==> src/common/mmc_cfg.svh <==
// Constants of the memory map and core control register block.
// Assumes a 20-bit byte address space and byte-wide register access.
// Overview of operation
// - Upper region reads return selected flash bank
// - Select bit picks bank zero or one
// - Registers and RAM override the mirror
// - Mirror answers data reads, never fetches
// - Mirror select register resets zero, bit0 only
// - RAM spans its window for data, stack, code
// - Register banks live in RAM, no fetch
// - Extended register window; longer instructions
// - Counter advances by length or branch loads
// - Reset loads counter from reset vector
// - Vector low byte even, high byte odd
// - Status word resets 06H; restored from psw_restore_data
// - Enable flag gates all maskable requests
// - Enable flag cleared by DI, accept; set EI
// - Zero flag marks zero or equal result
// - Bank field records the selected bank
// - Half carry marks bit three carry, borrow
// - Requests below in-service priority are refused
// - Carry holds overflow, shift-out, bit accumulator
// - Stack pointer sixteen bits, RAM only
// - Decrement before push, increment after pop
`ifndef MMC_CFG_SVH
`define MMC_CFG_SVH
`define MMC_UPPER_BASE 20'hf0000
`define MMC_ESFR_BASE 20'hf0000
`define MMC_ESFR_LAST 20'hf07ff
`define MMC_RAM_BASE 20'hf7f00
`define MMC_RAM_LAST 20'hffeff
`define MMC_GPR_BASE 20'hffee0
`define MMC_SFR_BASE 20'hfff00
`define MMC_MIRROR_REG_ADDR 20'hffffe
`define MMC_MIRROR_REG_RESET 8'h00
`define MMC_PSW_RESET 8'h06
`define MMC_VEC_LO_ADDR 20'h00000
`define MMC_VEC_HI_ADDR 20'h00001
`define MMC_PSW_IE 7
`define MMC_PSW_Z 6
`define MMC_PSW_BANK_SELECT_BIT1 5
`define MMC_PSW_AC 4
`define MMC_PSW_BANK_SELECT_BIT0 3
`define MMC_PSW_INSERVICE_PRIORITY_BIT1 2
`define MMC_PSW_INSERVICE_PRIORITY_BIT0 1
`define MMC_PSW_CY 0
`endif

==> src/common/mmc_pkg.sv <==
// Types shared by the memory map and control register block.
// Assumes mmc_cfg.svh holds the numeric constants.
package mmc_pkg;
	typedef enum logic [2:0] {
		RGN_NONE,
		RGN_FLASH,
		RGN_MIRROR,
		RGN_ESFR,
		RGN_RAM,
		RGN_GPR,
		RGN_SFR
	} mmc_region_type;
	typedef enum logic [1:0] {
		VS_REQ_LO,
		VS_REQ_HI,
		VS_GET_HI,
		VS_RUN
	} mmc_vec_state_type;
endpackage

==> src/core/mmc_core.sv <==
// Address decoder, mirror select, program counter, status word and stack pointer.
// Assumes flash returns read data one enabled cycle after a read request.
`timescale 1ns/100ps
`default_nettype none
`include "mmc_cfg.svh"
module mmc_core
(
	input wire logic sys_clk,
	input wire logic sys_rst,
	input wire logic clk_en,
	input wire logic acc_valid,
	input wire logic [19:0] acc_addr,
	input wire logic acc_fetch,
	input wire logic acc_write,
	input wire logic acc_bit,
	input wire logic [2:0] acc_bit_sel,
	input wire logic [7:0] acc_wdata,
	output logic dec_valid_q,
	output mmc_pkg::mmc_region_type dec_region_q,
	output logic [19:0] dec_addr_q,
	output logic dec_fault_q,
	output logic dec_long_q,
	output logic [7:0] reg_rdata_q,
	output logic mirror_source_bit_q,
	output logic flash_rd_q,
	output logic [19:0] flash_addr_q,
	input wire logic [7:0] flash_rdata,
	output logic [19:0] program_counter_q,
	output logic cpu_ready_q,
	input wire logic pc_adv,
	input wire logic [2:0] pc_len,
	input wire logic pc_load,
	input wire logic [19:0] pc_target,
	output logic [7:0] processor_status_word_q,
	input wire logic disable_irq_instruction,
	input wire logic enable_irq_instruction,
	input wire logic bank_select_instruction,
	input wire logic [1:0] bank_sel,
	input wire logic flags_we,
	input wire logic [7:0] alu_a,
	input wire logic [7:0] alu_b,
	input wire logic [7:0] alu_res,
	input wire logic alu_carry,
	input wire logic psw_restore,
	input wire logic [7:0] psw_restore_data,
	input wire logic irq_req,
	input wire logic [1:0] irq_prio,
	output logic irq_ack_q,
	output logic [15:0] stack_pointer_q,
	input wire logic sp_load,
	input wire logic [15:0] sp_wdata,
	input wire logic stack_push,
	input wire logic stack_pop,
	input wire logic [1:0] stack_bytes,
	output logic [15:0] stack_addr_q,
	output logic stack_err_q
);
	import mmc_pkg::*;

	// ************************************************************
	// Address decode
	// ************************************************************
	mmc_region_type region_d;
	logic [19:0] map_addr_d;
	logic fault_d;
	logic reg_hit;
	logic irq_ok;
	logic [19:0] sp_full;
	logic [15:0] sp_next;
	mmc_vec_state_type vec_q;
	logic [7:0] vec_lo_q;

	assign reg_hit = acc_valid && (acc_addr == `MMC_MIRROR_REG_ADDR);

	always_comb
	begin
		region_d = RGN_FLASH;
		map_addr_d = acc_addr;
		fault_d = 1'b0;
		if (acc_addr >= `MMC_SFR_BASE)
			region_d = RGN_SFR;
		else if (acc_addr >= `MMC_GPR_BASE && acc_addr <= `MMC_RAM_LAST)
		begin
			region_d = RGN_GPR;
			fault_d = acc_fetch;
		end
		else if (acc_addr >= `MMC_RAM_BASE)
			region_d = RGN_RAM;
		else if (acc_addr <= `MMC_ESFR_LAST && acc_addr >= `MMC_ESFR_BASE)
			region_d = RGN_ESFR;
		else if (acc_addr >= `MMC_UPPER_BASE)
		begin
			region_d = RGN_MIRROR;
			map_addr_d = {3'h0, mirror_source_bit_q, acc_addr[15:0]};
			fault_d = acc_fetch || acc_write;
		end
		if (fault_d)
			region_d = RGN_NONE;
	end

	always_ff @(posedge sys_clk or posedge sys_rst)
	begin
		if (sys_rst)
		begin
			dec_valid_q <= 1'b0;
			dec_region_q <= RGN_NONE;
			dec_addr_q <= 20'h00000;
			dec_fault_q <= 1'b0;
			dec_long_q <= 1'b0;
		end
		else if (clk_en)
		begin
			dec_valid_q <= acc_valid;
			dec_region_q <= acc_valid ? region_d : RGN_NONE;
			dec_addr_q <= map_addr_d;
			dec_fault_q <= acc_valid && fault_d;
			dec_long_q <= acc_valid && (region_d == RGN_ESFR);
		end
	end

	// ************************************************************
	// Mirror select register
	// ************************************************************
	always_ff @(posedge sys_clk or posedge sys_rst)
	begin
		if (sys_rst)
			mirror_source_bit_q <= 1'(`MMC_MIRROR_REG_RESET);
		else if (clk_en && reg_hit && acc_write)
		begin
			if (!acc_bit)
				mirror_source_bit_q <= acc_wdata[0];
			else if (acc_bit_sel == 3'h0)
				mirror_source_bit_q <= acc_wdata[0];
		end
	end

	always_ff @(posedge sys_clk or posedge sys_rst)
	begin
		if (sys_rst)
			reg_rdata_q <= 8'h00;
		else if (clk_en)
			reg_rdata_q <= (reg_hit && !acc_write) ? {7'h00, mirror_source_bit_q} : 8'h00;
	end

	// ************************************************************
	// Reset vector load and program counter
	// ************************************************************
	always_ff @(posedge sys_clk or posedge sys_rst)
	begin
		if (sys_rst)
		begin
			vec_q <= VS_REQ_LO;
			vec_lo_q <= 8'h00;
			flash_rd_q <= 1'b0;
			flash_addr_q <= 20'h00000;
			cpu_ready_q <= 1'b0;
		end
		else if (clk_en)
		begin
			case (vec_q)
				VS_REQ_LO:
				begin
					flash_rd_q <= 1'b1;
					flash_addr_q <= `MMC_VEC_LO_ADDR;
					vec_q <= VS_REQ_HI;
				end
				VS_REQ_HI:
				begin
					flash_addr_q <= `MMC_VEC_HI_ADDR;
					vec_q <= VS_GET_HI;
				end
				VS_GET_HI:
				begin
					vec_lo_q <= flash_rdata;
					flash_rd_q <= 1'b0;
					vec_q <= VS_RUN;
				end
				VS_RUN:
				begin
					flash_rd_q <= 1'b0;
					cpu_ready_q <= 1'b1;
				end
				default:
					vec_q <= VS_REQ_LO;
			endcase
		end
	end

	always_ff @(posedge sys_clk or posedge sys_rst)
	begin
		if (sys_rst)
			program_counter_q <= 20'h00000;
		else if (clk_en)
		begin
			if (vec_q == VS_RUN && !cpu_ready_q)
				program_counter_q <= {4'h0, flash_rdata, vec_lo_q};
			else if (cpu_ready_q && pc_load)
				program_counter_q <= pc_target;
			else if (cpu_ready_q && pc_adv)
				program_counter_q <= program_counter_q + {17'h00000, pc_len};
		end
	end

	// ************************************************************
	// Status word and interrupt acceptance
	// ************************************************************
	assign irq_ok = processor_status_word_q[`MMC_PSW_IE] && irq_req &&
		(irq_prio <= processor_status_word_q[`MMC_PSW_INSERVICE_PRIORITY_BIT1:`MMC_PSW_INSERVICE_PRIORITY_BIT0]);

	always_ff @(posedge sys_clk or posedge sys_rst)
	begin
		if (sys_rst)
			irq_ack_q <= 1'b0;
		else if (clk_en)
			irq_ack_q <= irq_ok && cpu_ready_q && !irq_ack_q;
	end

	always_ff @(posedge sys_clk or posedge sys_rst)
	begin
		if (sys_rst)
			processor_status_word_q <= `MMC_PSW_RESET;
		else if (clk_en && cpu_ready_q)
		begin
			if (irq_ok && !irq_ack_q)
			begin
				processor_status_word_q[`MMC_PSW_IE] <= 1'b0;
				processor_status_word_q[`MMC_PSW_INSERVICE_PRIORITY_BIT1:`MMC_PSW_INSERVICE_PRIORITY_BIT0] <= irq_prio;
			end
			else if (psw_restore)
				processor_status_word_q <= psw_restore_data;
			else if (disable_irq_instruction)
				processor_status_word_q[`MMC_PSW_IE] <= 1'b0;
			else if (enable_irq_instruction)
				processor_status_word_q[`MMC_PSW_IE] <= 1'b1;
			else if (bank_select_instruction)
			begin
				processor_status_word_q[`MMC_PSW_BANK_SELECT_BIT1] <= bank_sel[1];
				processor_status_word_q[`MMC_PSW_BANK_SELECT_BIT0] <= bank_sel[0];
			end
			else if (flags_we)
			begin
				processor_status_word_q[`MMC_PSW_Z] <= (alu_res == 8'h00);
				processor_status_word_q[`MMC_PSW_AC] <= alu_a[4] ^ alu_b[4] ^ alu_res[4];
				processor_status_word_q[`MMC_PSW_CY] <= alu_carry;
			end
		end
	end

	// ************************************************************
	// Stack pointer
	// ************************************************************
	assign sp_next = stack_push ? stack_pointer_q - {14'h0000, stack_bytes} :
		stack_pointer_q + {14'h0000, stack_bytes};
	assign sp_full = {4'hf, stack_pointer_q};

	always_ff @(posedge sys_clk or posedge sys_rst)
	begin
		if (sys_rst)
		begin
			stack_pointer_q <= 16'h0000;
			stack_addr_q <= 16'h0000;
		end
		else if (clk_en)
		begin
			if (sp_load)
				stack_pointer_q <= sp_wdata;
			else if (stack_push)
			begin
				stack_pointer_q <= sp_next;
				stack_addr_q <= sp_next;
			end
			else if (stack_pop)
			begin
				stack_addr_q <= stack_pointer_q;
				stack_pointer_q <= sp_next;
			end
		end
	end

	always_ff @(posedge sys_clk or posedge sys_rst)
	begin
		if (sys_rst)
			stack_err_q <= 1'b0;
		else if (clk_en)
			stack_err_q <= (stack_push || stack_pop) &&
				(sp_full < `MMC_RAM_BASE || sp_full >= `MMC_GPR_BASE);
	end
endmodule
`default_nettype wire

==> config.mk <==
export PLATFORM = sky130hd
export DESIGN_NAME = mmc_core
export DESIGN_NICKNAME = d
export VERILOG_FILES = /design/src/common/mmc_pkg.sv /design/src/core/mmc_core.sv
export VERILOG_INCLUDE_DIRS = /design/src /design/src/common
export SDC_FILE = /design/constraint.sdc
export NUM_CORES = 1
export LEC_CHECK = 0
export BUFFER_PORTS_ARGS = -buffer_cell sky130_fd_sc_hd__buf_2
export CORE_ASPECT_RATIO = 1.25
export CORE_MARGIN = 1.5
export CORE_UTILIZATION = 53
export CTS_CLUSTER_DIAMETER = 30
export DETAILED_ROUTE_END_ITERATION = 7
export PLACE_DENSITY = 0.86
export SKIP_CTS_REPAIR_TIMING = 1
export SYNTH_ARGS = -nofsm -noshare
export SYNTH_HDL_FRONTEND = slang
export SYNTH_SLANG_ARGS = --single-unit
==> constraint.sdc <==
create_clock -name sys_clk -period 4.5 [get_ports sys_clk]
set_input_delay 0.45 -clock sys_clk [delete_from_list [all_inputs] [get_ports sys_clk]]
set_output_delay 0.45 -clock sys_clk [all_outputs]
set_load 0.03 [all_outputs]
Word level (Yosys, flattened, before mapping)

Index checks and enable logic that the tools add are counted.

Register bits: 129
Output and inout bits: 119
Word-level logic and storage cells: 148

Add/sub/neg operators: 3
$lt $le $gt $ge: 9
Equality and inequality tests: 9
Muxes and demuxes: 51
Bitwise gates (word level): 4
Reductions and logical operators: 51

Operators with widths:

| kind                   | count |
|---|---|
| $mux W20               | 8 |
| $ge A20 B20 Y1 const B | 5 |
| $mux W16               | 6 |
| $le A20 B20 Y1 const B | 2 |
| $pmux W20 S2           | 1 |
| $mux W1                | 22 |
| $add A20 B3 Y20        | 1 |
| $eq A20 B20 Y1 const B | 1 |
| $lt A20 B20 Y1 const B | 1 |
| $reduce_and A2 Y1      | 10 |
| $logic_and A1 B1 Y1    | 18 |
| $add A16 B2 Y16        | 1 |
| $sub A16 B2 Y16        | 1 |
| $mux W3                | 5 |
| $reduce_bool A2 Y1     | 6 |
| $reduce_bool A3 Y1     | 3 |
| $logic_not A8 Y1       | 1 |
| $mux W2                | 4 |
| $mux W4                | 2 |
| $ne A2 B1 Y1 const B   | 4 |
| $pmux W2 S3            | 1 |
| $reduce_and A6 Y1      | 1 |
| $mux W5                | 1 |
| $reduce_and A5 Y1      | 1 |
| 14 further kinds       | 21 |

Longest topological paths before layout

Gate-level depths: netlist (run 1).

Depth in word-level cells: 9
Depth in mapped cells: 12
Mapped depth without buffers: 12

Least setup slack after synthesis (run 1)

OpenSTA, ideal clock, no wires.

Path type: input to register
From: input stack_push
To: register stack_addr_q[15]
Setup time: 0.066 ns
Arrival: 2.690 ns
Data required time: 4.434 ns
Slack: 1.744 ns
Stages on the path: 11
Buffers on the path: 2
Path through: buf_6 > clkbuf_1 > mux2i_1 > ha_1 > nor2b_1 > o21ai_1 > o21ai_2 > a31o_4 > a221oi_4 > mux2_1 > nand2_1

Word-level cells in the longest chain between the ends: 2
Elaborated cells between the ends (all ways): 4
Classes of those cells: mux (2); reduce/logical (2)

RTL lines:

| element                                                  | line            | source |
|---|---|---|
| start, declared                                          | mmc_core.sv:52  | `input wire logic stack_push,` |
| $reduce_bool A2 Y1 (no line) or $mux W16 (tied branches) | -               |  |
| $reduce_and A3 Y1 (no line) or $mux W16 (tied branches)  | -               |  |
| end signal, assigned                                     | mmc_core.sv:270 | `stack_addr_q <= sp_next;` |
| end signal, assigned                                     | mmc_core.sv:274 | `stack_addr_q <= stack_pointer_q;` |
| end, declared                                            | mmc_core.sv:55  | `output logic [15:0] stack_addr_q,` |

Parallel ways exist; a longest one is shown, timed or not.
A chain may end at the register's enable or synchronous reset.

Worst setup path in the final report (run 1)

From: input stack_bytes[0]
To: register stack_addr_q[15]

Word-level cells in the longest chain between the ends: 3
Elaborated cells between the ends (all ways): 4
Classes of those cells: add/sub (2); mux (2)

RTL lines:

| element                                            | line                             | source |
|---|---|---|
| start, declared                                    | mmc_core.sv:54                   | `input wire logic [1:0] stack_bytes,` |
| $add A16 B2 Y16 or $sub A16 B2 Y16 (tied branches) | mmc_core.sv:253, mmc_core.sv:252 |  |
| $mux W16 (*)                                       | mmc_core.sv:252                  | `assign sp_next = stack_push ? stack_pointer_q - {14'h0000, stack_bytes} :` |
| $mux W16 (*)                                       | mmc_core.sv:267                  | `else if (stack_push)` |

Every way passes the cells marked *; elsewhere a longest branch is shown, timed or not.

==> summary.md, run 1 <==
| Metric | Value |
|---|---|
| Area grow syn2layout | 20.51% |
| Row Count | between 40 and 50 |
| Iteration-0 DRC Markers | 279 |
| Main synth FF type | dfrtp_1 |
| Switch share | between 40% and 50% |
| Vias in the first global route | 5714 |
| Maxcap violations | 0 |
| Final antenna-violating net count | 0 |
| Reg clk slew, reported paths | 70 ps |
| Worst setup SP type | input port |
| Peak VDD IR | 266.8 uV |
| Die Y-Extent | 125.7 um |
| Final Max Tran Viols | 0 |
| Fin nets | between 1000 and 1500 |
| PwrDens | 533.1 mW/mm^2 |
| Clock Skew | 7.194 ps |
| CTS root buffer | clkbuf_16 |
| Layout cells sized above 1 | 27.20% |
| Status | complete, no violations |
| Dpl cells | roughly 1000 |
| Final period util | between 60 and 70% |
| Hold Violations, Final | 0 |
| Cell Int Power | between 2000 and 2500 uW |
| Synth top area share | 39.58% |
| Die area | 0.01272 mm^2 |
| First-pass GRT wire length | 26900 um |
| Post-Syn Area | 0.006386 mm^2 |
| HP Class | in2async |
| EDFF count, synth | 0 |
| Fill count | 1000 |
| Comb power frac | between 40% and 50% |
| Routed len/inst | approximately 16 um |
| CP endpoint kind | flip-flop |
| Total grt overflow | 0 |
| Clk sink count | 103 |
| Ys async rst share | 100.0% |
| Top-count cell post-synth | dfrtp_1 |
| Drt total wl | 16670 um |
| Vias | around 6000 |
| FMAX | 0.3518 GHz |
| Sequential share of power | between 30% and 40% |
| First drt pass iteration count | 6 |
| Vias per inst | 5.660 |
| Least-Margin Pin Slew | between 1000 and 1500 ps |
| Final GP Congestion | between 0.9 and 1 |
| Worst reg2reg startpoint | stack_pointer_q[0] |
| Lkg Pwr | approximately 0.0037 uW |
| Synth cell types | between 70 and 80 |
| Worst Setup SP | stack_bytes[0] |
| CP cell instances | buf_2 > inv_1 > ha_1 > nor2_1 > inv_1 > ha_1 > a21oi_1 > o21ai_1 > a31o_1 > a31o_4 > a221oi_4 > mux2_1 > nand2_1 |
| Finished Layout Cells | 1059 |
| Cell accounting for the most synthesized area | dfrtp_1 |
| Largest net degree at the start of global routing | 68 |
| Largest cells by area after synthesis | dfrtp_1 40%, nand2_1 5.3%, ha_1 5.1%, mux2_1 4.9%, a21oi_1 4.1% |
| Clock power frac | 18.4% |
| Clk_lat worst skew | 350 ps |
| Mean Syn Cell Area | 9.071 um^2 |
| Residual DRC | 0 |
| Critical path class | in2reg |
| I/O Buffers | about 200 |
| Unrepaired setup endpoints after global routing | false |
| Synth top cells by count | 101 x dfrtp_1, 91 x nand2_1, 53 x nor2_1, 52 x a21oi_1, 50 x o21ai_1 |
| Final period demand of the worst path | 2843 ps |
| Final setup TNS | 0 ps |
| CTS Buf Count | 9 |
| Max Buffers Root-to-Sink | 2 |
| Post-DP HPWL | around 12000 um |
| Cells after synthesis | 704 |
| Total Routing Usage GR | 26.34% |
| WP data required | 4780 ps |
| Final setup viols | 0 |
| CP Max Fanout | 13 |
| Seq cells post-synth | 103 |
| I/O pin count | ~250 |
| Core area | 0.01167 mm^2 |
| Arrival time worst endpoint | 3120 ps |
| Largest stage delay, worst path | 460 ps |
| Initial Util | between 50% and 60% |
| CTS H-tree lvls | 3 |
| Slowest CP cell | ha_1 |
| Switching pwr | 1845 uW |
| Post-synthesis sequential area ratio | 40.40% |
| Slew margin rel. | 23.28% |
| Die width | 101.2 um |
| Syn. warnings | 0 |
| CTS tree | built |
| Initial antenna violation count | 1 |
[per-layer routing]
| layer | share of wire [%] | track usage, % | wire (um) |
|---|---|---|---|
| met1 | 40 | 32.84 | 6625 |
| met2 | 50 | 45.20 | 8363 |
| met3 | 6.8 | 3.940 | 1133 |
| met4 | 3.3 | 10.87 | 549 |
| met5 | 0 | 0 | 0 |
[worst max-delay path: cells and delay by family]
family / cells / cell delay [ps]
compound gates: 5 / 1050
fa+ha+maj: 2 / 650
buf+inv: 3 / 400
mux: 1 / 350
simple gates: 2 / 220
[sequential cells by signal (all words and copies together) (netlist names), 2 cells and up]
signal                   flops
dec_addr_q                  20
program_counter_q           20
stack_addr_q                16
stack_pointer_q             16
processor_status_word_q      8
vec_lo_q                     8
dec_region_q                 3
vec_q                        2
[power groups by stage]
stage / combinational [uW] / clock, uW / sequential [uW]
3_3_place_gp: 1830 / 0 / 1450
4_1_cts: 1890 / 764 / 1450
6_report: 1900 / 753 / 1450
2_1_floorplan: 945 / 0 / 1870
5_1_grt: 2050 / 805 / 1490
3_5_place_dp: 1880 / 0 / 1460
[kinds of logic after synthesis]
group / after synthesis / share of synthesized area, %
buf+inv: 82 / 6.661
xor+xnor: 25 / 3.429
mux: 49 / 8.248
fa+ha+maj: 28 / 5.721
simple gates: 219 / 16.07
compound gates: 197 / 19.42
flops: 103 / 40.40
other cells: 1 / 0.05872
[layout make-up]
type | instances | area (um^2) | share of cell area [%]
clock inverter | 7 | 55.05 | 0.7153
clock buffer | 9 | 225.2 | 2.926
inverter | 23 | 88.84 | 1.154
timing repair buffer | 211 | 1069 | 13.88
tap | 161 | 201.4 | 2.617
antenna | 1 | 2.502 | 0.03252
multi-input combinational | 544 | 3475 | 45.15
sequential | 103 | 2580 | 33.52
[path summary, 6_finish.rpt]
check | end | slack, ps | depth (start not counted)
worst min register to register | stack_addr_q[4] | 480 | 2
min in group sys_clk | mirror_source_bit_q | 320 | 2
max in group asynchronous | processor_status_word_q[1] | 3180 | 3
worst min-delay path | stack_addr_q[15] | 270 | 2
worst max register to register | stack_pointer_q[12] | 1950 | 10
worst max-delay path | stack_addr_q[15] | 1660 | 13
[placed cells by master (no fill, tap or decap), types with 11 or more instances in the layout]
master,count
nor2_1,53
xnor2_1,11
mux2_1,28
ha_1,26
a21oi_1,52
nand2_1,91
conb_1,26
xor2_1,14
inv_1,20
nand3_1,14
dfrtp_1,101
mux2i_1,20
buf_2,206
o21ai_1,50
o21ai_0,15
[per-stage QoR]
| step | utilization (%) | hold WS, ps | area, um^2 | worst slack [ps] | power, uW |
|---|---|---|---|---|---|
| floorplan | - | 458.8 | 6480 | 1349 | 2817 |
| global placement | 63.52 | 447.3 | 7413 | 1406 | 3281 |
| detailed placement | 63.52 | 470.0 | 7413 | 1389 | 3341 |
| CTS | 65.92 | 303.5 | 7694 | 1713 | 4106 |
| global route | 65.94 | 318.1 | 7696 | 1569 | 4352 |
| finish | 65.94 | 267.6 | 7696 | 1657 | 4103 |
(Power assumes the default switching activity.)
==> inputs of run 2 (changes only) <==
--- a/config.mk
+++ b/config.mk
@@ -6,13 +6,14 @@
 export SDC_FILE = /design/constraint.sdc
 export NUM_CORES = 1
 export LEC_CHECK = 0
+export ABC_AREA = 1
 export BUFFER_PORTS_ARGS = -buffer_cell sky130_fd_sc_hd__buf_2
 export CORE_ASPECT_RATIO = 1.25
 export CORE_MARGIN = 1.5
-export CORE_UTILIZATION = 53
+export CORE_UTILIZATION = 46
 export CTS_CLUSTER_DIAMETER = 30
 export DETAILED_ROUTE_END_ITERATION = 7
-export PLACE_DENSITY = 0.86
+export PLACE_DENSITY = 0.78
 export SKIP_CTS_REPAIR_TIMING = 1
 export SYNTH_ARGS = -nofsm -noshare
 export SYNTH_HDL_FRONTEND = slang
==> constraint.sdc (replaced) <==
create_clock -name sys_clk -period 2.6 [get_ports sys_clk]
set_input_delay 0.26 -clock sys_clk [delete_from_list [all_inputs] [get_ports sys_clk]]
set_output_delay 0.26 -clock sys_clk [all_outputs]
set_load 0.03 [all_outputs]
==> summary.md, run 2 <==
| Metric | Value |
|---|---|
| Status | complete, no violations (unchanged) |
| Maxcap violations | 0 (unchanged) |
| Arrival time worst endpoint | 2570 ps (was 3120 ps) |
| Seq cells post-synth | 103 (unchanged) |
| WP data required | 2890 ps (was 4780 ps) |
| Synth top cells by count | 341 x nand2_1, 125 x nor2_1, 101 x dfrtp_1, 94 x inv_1, 73 x nand3_1 (was 101 x dfrtp_1, 91 x nand2_1, 53 x nor2_1, 52 x a21oi_1, 50 x o21ai_1) |
| Total grt overflow | 0 (unchanged) |
| Reg clk slew, reported paths | 80 ps (was 70 ps) |
| Initial antenna violation count | 2 (was 1) |
| Fin nets | 1384 (was 1055) |
| Final Max Tran Viols | 0 (unchanged) |
| Routed len/inst | 13.51 um (was 15.74 um) |
| Top-count cell post-synth | nand2_1 (was dfrtp_1) |
| Syn. warnings | 0 (unchanged) |
| CP Max Fanout | 15 (was 13) |
| CP endpoint kind | flip-flop (unchanged) |
| Cell Int Power | 3622 uW (was 2257 uW) |
| R2r setup slk | 320 ps (was 1950 ps) |
| Clk sink count | 103 (unchanged) |
| Vias | 7137 (was 5994) |
| Initial Util | 46.84% (was 54.72%) |
| I/O Buffers | 206 (unchanged) |
| I/O pin count | 254 (unchanged) |
| Least-Margin Pin Slew | 778.2 ps (was 1151 ps) |
| Worst r2r dst | program_counter_q[16] (was stack_pointer_q[12]) |
| Post-layout util | 56.53% (was 65.94%) |
| Commonest non-fill, non-tap cell in the layout | nand2_1 (was buf_2) |
| Place WS | -90.73 ps (was 1389 ps) |
| Switch share | 45.36% (was 44.98%) |
| Die Y-Extent | 141.0 um (was 125.7 um) |
| Worst reg2reg startpoint | vec_q[0] (was stack_pointer_q[0]) |
| Max Buffers Root-to-Sink | 2 (unchanged) |
| Clock power frac | 19.8% (was 18.4%) |
| First-pass GRT wire length | 30570 um (was 26900 um) |
| Vias in the first global route | 6659 (was 5714) |
| Total Routing Usage GR | 23.84% (was 26.34%) |
| First drt pass iteration count | 5 (was 6) |
| Final period demand of the worst path | 2284 ps |
| Die area | 0.01598 mm^2 (was 0.01272 mm^2) |
| Peak VDD IR | 501.3 uV (was 266.8 uV) |
| CTS Buf Count | 9 (unchanged) |
| Residual DRC | 0 (unchanged) |
| Area grow syn2layout | 20.69% (was 20.51%) |
| Die width | 113.4 um (was 101.2 um) |
| Lkg Pwr | 0.004711 uW (was 0.003717 uW) |
| Largest cells by area after synthesis | dfrtp_1 36%, nand2_1 18%, nor2_1 6.7%, nand3_1 5.2%, inv_1 5.0% (was dfrtp_1 40%, nand2_1 5.3%, ha_1 5.1%, mux2_1 4.9%, a21oi_1 4.1%) |
| Final antenna-violating net count | 0 (unchanged) |
| Mean Syn Cell Area | 6.872 um^2 (was 9.071 um^2) |
| Fin worst setup slack | 316.3 ps (was 1657 ps) |
| Post-synthesis sequential area ratio | 36.84% (was 40.40%) |
| Final period util | 87.83% |
| EDFF count, synth | 0 (unchanged) |
| Slew margin rel. | 48.01% (was 23.28%) |
| Iteration-0 DRC Markers | 433 (was 279) |
| CTS tree | built (unchanged) |
| Hold Violations, Final | 0 (unchanged) |
| Final setup viols | 0 (unchanged) |
| Worst setup SP type | flip-flop (was input port) |
| Sequential share of power | 34.9% (was 35.5%) |
| Commonest cells after routing, fill and taps aside | 341 x nand2_1, 206 x buf_2, 125 x nor2_1 (was 206 x buf_2, 101 x dfrtp_1, 91 x nand2_1) |
| PwrDens | 784.3 mW/mm^2 (was 533.1 mW/mm^2) |
| Post-DP HPWL | 14740 um (was 12210 um) |
| FMAX | about 0.44 GHz |
| Row Count | 50 (was 44) |
| Final GP Congestion | 0.9151 (was 0.9176) |
| Comb power frac | 45.3% (was 46.2%) |
| Ys async rst share | 100.0% (unchanged) |
| Switching pwr | 3007 uW (was 1845 uW) |
| Clk_lat worst skew | 350 ps (about the same) |
| Unrepaired setup endpoints after global routing | false (unchanged) |
| Synth cell types | 45 (was 71) |
| HP Class | in2async (unchanged) |
| Layout cells sized above 1 | 22.92% (was 27.20%) |
| Reg2reg path depth | 11 (was 10) |
| Vias per inst | 5.058 (was 5.660) |
| Main synth FF type | dfrtp_1 (unchanged) |
| Synth top area share | 36.09% (was 39.58%) |
| Core area | 0.01495 mm^2 (was 0.01167 mm^2) |
| Largest net degree at the start of global routing | 38 (was 68) |
| CTS root buffer | clkbuf_16 (unchanged) |
| CTS H-tree lvls | 3 (unchanged) |
| Post-Syn Area | 0.007003 mm^2 (was 0.006386 mm^2) |
| Cell accounting for the most synthesized area | dfrtp_1 (unchanged) |
| Critical path class | reg2reg (was in2reg) |
| Clock Skew | 7.645 ps (was 7.194 ps) |
| Cells after synthesis | 1019 (was 704) |
| Largest regs | dec_addr_q (20), program_counter_q (20) (unchanged) |
| Drt total wl | 19070 um (was 16670 um) |
[run 2: cell type report]
cell class | count | area, um^2
inverter | 105 | 397.9
antenna | 3 | 7.507
sequential | 103 | 2580
clock inverter | 7 | 57.56
tap | 182 | 227.7
timing repair buffer | 218 | 1146
clock buffer | 9 | 225.2
fill | 1472 | 6500
multi-input combinational | 784 | 3810
[run 2: cells by family after synthesis]
kind of cell	share of synthesized area (%)
other cells	0.05355
mux	1.126
compound gates	10.08
flops	36.84
fa+ha+maj	5.217
xor+xnor	0.7504
buf+inv	10.26
simple gates	35.68
[run 2: worst max path at each step]
| stage | start | end |
|---|---|---|
| 6_report | vec_q[0] | program_counter_q[16] |
| 5_1_grt | vec_q[0] | program_counter_q[16] |
| 4_1_cts | vec_q[0] | program_counter_q[16] |
| 3_5_place_dp | vec_q[0] | program_counter_q[16] |
| 3_3_place_gp | vec_q[0] | program_counter_q[16] |
| 2_1_floorplan | stack_push | stack_addr_q[8] |
[run 2: worst max-delay path, stage by stage (launching register included)]
cell and delay (ps):
dfrtp_1 430, ha_1 170, inv_1 110, nor2_4 300, inv_2 180, nand3_1 120
nand2_2 160, inv_2 300, nand2_1 190, nor2_1 130, nand2_1 60, o21ai_1 60
[run 2: power by group through the flow]
stage | Clock (uW) | Sequential (uW) | Combinational (uW)
after global placement | 0 | 2330 | 2930
after detailed placement | 0 | 2340 | 2980
after floorplan | 0 | 2880 | 1620
after global routing | 1420 | 2370 | 3350
after CTS | 1340 | 2310 | 2990
final | 1310 | 2320 | 3000
[run 2: per-layer routing]
metal	part of all wire (%)	vias to the layer above	global-route usage (%)
li1	-	3614	-
met1	40	3230	27.93
met2	50	244	42.23
met3	6.0	49	4.127
met4	3.7	0	11.18
met5	0	-	0
[run 2: metrics by stage]
step | area [um^2] | hold slack [ps] | power (uW) | std cells | TNS, ps
floorplan | 7101 | 377.2 | 4494 | 1044 | 0
global placement | 8150 | 432.1 | 5255 | 1391 | -125.5
detailed placement | 8150 | 433.7 | 5316 | 1391 | -262.3
CTS | 8433 | 47.42 | 6647 | 1407 | -373.8
global route | 8447 | 97.40 | 7136 | 1409 | 0
finish | 8452 | 37.97 | 6629 | 1411 | 0
==> inputs of run 3 (changes only) <==
--- a/config.mk
+++ b/config.mk
@@ -9,7 +9,7 @@
 export ABC_AREA = 1
 export BUFFER_PORTS_ARGS = -buffer_cell sky130_fd_sc_hd__buf_2
 export CORE_ASPECT_RATIO = 1.25
-export CORE_MARGIN = 1.5
+export CORE_MARGIN = 3
 export CORE_UTILIZATION = 46
 export CTS_CLUSTER_DIAMETER = 30
 export DETAILED_ROUTE_END_ITERATION = 7
==> summary.md, run 3 (same netlist as run 2, synthesis figures left out) <==
| Metric | Value |
|---|---|
| Row Count | 49 (was 50) |
| Commonest non-fill, non-tap cell in the layout | nand2_1 (unchanged) |
| Largest net degree at the start of global routing | 37 (was 38) |
| Arrival time worst endpoint | 2590 ps (was 2570 ps) |
| Critical path class | reg2reg (unchanged) |
| Vias in the first global route | 6563 (was 6659) |
| Iteration-0 DRC Markers | 408 (was 433) |
| Largest regs | dec_addr_q (20), program_counter_q (20) (unchanged) |
| Dpl cells | 1384 (was 1391) |
| Vias | 7097 (was 7137) |
| CTS tree | built (unchanged) |
| Finished Layout Cells | 1400 (was 1411) |
| Largest stage delay, worst path | 420 ps (was 430 ps) |
| CTS root buffer | clkbuf_16 (unchanged) |
| WP data required | 2890 ps (about the same) |
| I/O pin count | 254 (unchanged) |
| CTS Buf Count | 9 (unchanged) |
| Residual DRC | 0 (unchanged) |
| Core area | 0.01465 mm^2 (was 0.01495 mm^2) |
| FMAX | 0.4351 GHz (was 0.4379 GHz) |
| Die width | 116.4 um (was 113.4 um) |
| I/O Buffers | 206 (unchanged) |
| Clk sink count | 103 (unchanged) |
| # diodes | 0 (was 3) |
| Initial Util | 47.79% (was 46.84%) |
| PwrDens | 793.6 mW/mm^2 (was 784.3 mW/mm^2) |
| CP endpoint kind | flip-flop (unchanged) |
| Die Y-Extent | 144.0 um (was 141.0 um) |
| Fill count | 1416 (was 1472) |
| Worst reg2reg startpoint | vec_q[0] (unchanged) |
| Final GP Congestion | 0.9346 (was 0.9151) |
| Total grt overflow | 0 (unchanged) |
| Layout cells sized above 1 | 22.67% (was 22.92%) |
| Final antenna-violating net count | 0 (unchanged) |
| Reg2reg path depth | 11 (unchanged) |
| Hold Violations, Final | 0 (unchanged) |
| Peak VDD IR | 443.0 uV (was 501.3 uV) |
| Clock Skew | 7.362 ps (was 7.645 ps) |
| CTS H-tree lvls | 3 (unchanged) |
| Slowest CP cell | dfrtp_1 (unchanged) |
| Unrepaired setup endpoints after global routing | false (unchanged) |
| Lkg Pwr | 0.004710 uW (was 0.004711 uW) |
| Final setup viols | 0 (unchanged) |
| Clk_lat worst skew | 360 ps (was 350 ps) |
| Final Max Tran Viols | 0 (unchanged) |
| CP Max Fanout | 22 (was 15) |
| Fin nets | 1380 (was 1384) |
| Worst r2r dst | program_counter_q[16] (unchanged) |
| Reg clk slew, reported paths | 80 ps (about the same) |
| Worst setup SP type | flip-flop (unchanged) |
| R2r setup slk | 300 ps (was 320 ps) |
| Status | complete, no violations (unchanged) |
| Maxcap violations | 0 (unchanged) |
| First-pass GRT wire length | 30790 um (was 30570 um) |
| First drt pass iteration count | 5 (unchanged) |
| Drt total wl | 19320 um (was 19070 um) |
| Routed len/inst | 13.80 um (was 13.51 um) |
| Commonest cells after routing, fill and taps aside | 341 x nand2_1, 206 x buf_2, 125 x nor2_1 (unchanged) |
| Post-DP HPWL | 15150 um (was 14740 um) |
| Max Buffers Root-to-Sink | 2 (unchanged) |
| Final period demand of the worst path | 2299 ps (was 2284 ps) |
| HP Class | in2async (unchanged) |
| Initial antenna violation count | 0 (was 2) |
| CP cell instances | ha_1 > inv_1 > nor2_4 > inv_2 > nand3_1 > nand2_2 > inv_2 > nand2_1 > nor2_1 > nand2_1 > o21ai_1 (unchanged) |
| Slew margin rel. | 49.04% (was 48.01%) |
| Area grow syn2layout | 20.33% (was 20.69%) |
| Total Routing Usage GR | 23.09% (was 23.84%) |
| Final period util | 88.41% (was 87.83%) |
| Die area | 0.01675 mm^2 (was 0.01598 mm^2) |
| Final setup TNS | 0 ps (unchanged) |
| Least-Margin Pin Slew | 762.8 ps (was 778.2 ps) |
| Vias per inst | 5.069 (was 5.058) |
==> run 3: power by group <==
part	internal [uW]	total [uW]	switching, uW
Combinational	977	3000	2020
Sequential	1980	2310	329
Clock	720	1380	656
==> run 3: cell type report <==
cell class | instances | area, um^2 | area share, %
clock inverter | 5 | 46.29 | 0.5494
sequential | 103 | 2580 | 30.62
tap | 178 | 222.7 | 2.643
timing repair buffer | 215 | 1124 | 13.33
inverter | 105 | 397.9 | 4.722
multi-input combinational | 783 | 3804 | 45.14
clock buffer | 11 | 252.7 | 2.999
==> run 3: metrics by stage <==
| step | setup slack [ps] | hold WS (ps) | area [um^2] | utilization (%) | power [uW] |
|---|---|---|---|---|---|
| final | 301.5 | 21.85 | 8427 | 57.51 | 6687 |
| after global routing | 13.05 | 78.37 | 8427 | 57.51 | 7203 |
| after CTS | -35.38 | 39.11 | 8422 | 57.48 | 6720 |
| after detailed placement | -10.85 | 430.8 | 8123 | 55.44 | 5329 |
| after global placement | 59.07 | 427.1 | 8123 | 55.44 | 5273 |
| after floorplan | 551.8 | 377.2 | 7101 | - | 4494 |
==> run 3: worst max-delay path, delay by kind of cell, from the launching register on <==
kind            cells  cell delay (ps)
compound gates      1               60
fa+ha+maj           1              180
buf+inv             3              570
flops               1              420
simple gates        6             1000
==> run 3: how the worst max path moves through the flow <==
stage	from	slack (ps)	endpoint
finish	vec_q[0]	300	program_counter_q[16]
global route	vec_q[0]	10	program_counter_q[16]
CTS	vec_q[0]	-40	program_counter_q[16]
detailed placement	vec_q[0]	-10	program_counter_q[16]
global placement	vec_q[0]	60	program_counter_q[16]
floorplan	stack_push	550	stack_addr_q[8]
==> run 3: per-layer routing <==
layer,GRT usage (%),part of all wire (%)
met1,27.24,40
met2,41.62,52
met3,3.328,5.4
met4,9.285,2.5
met5,0,0
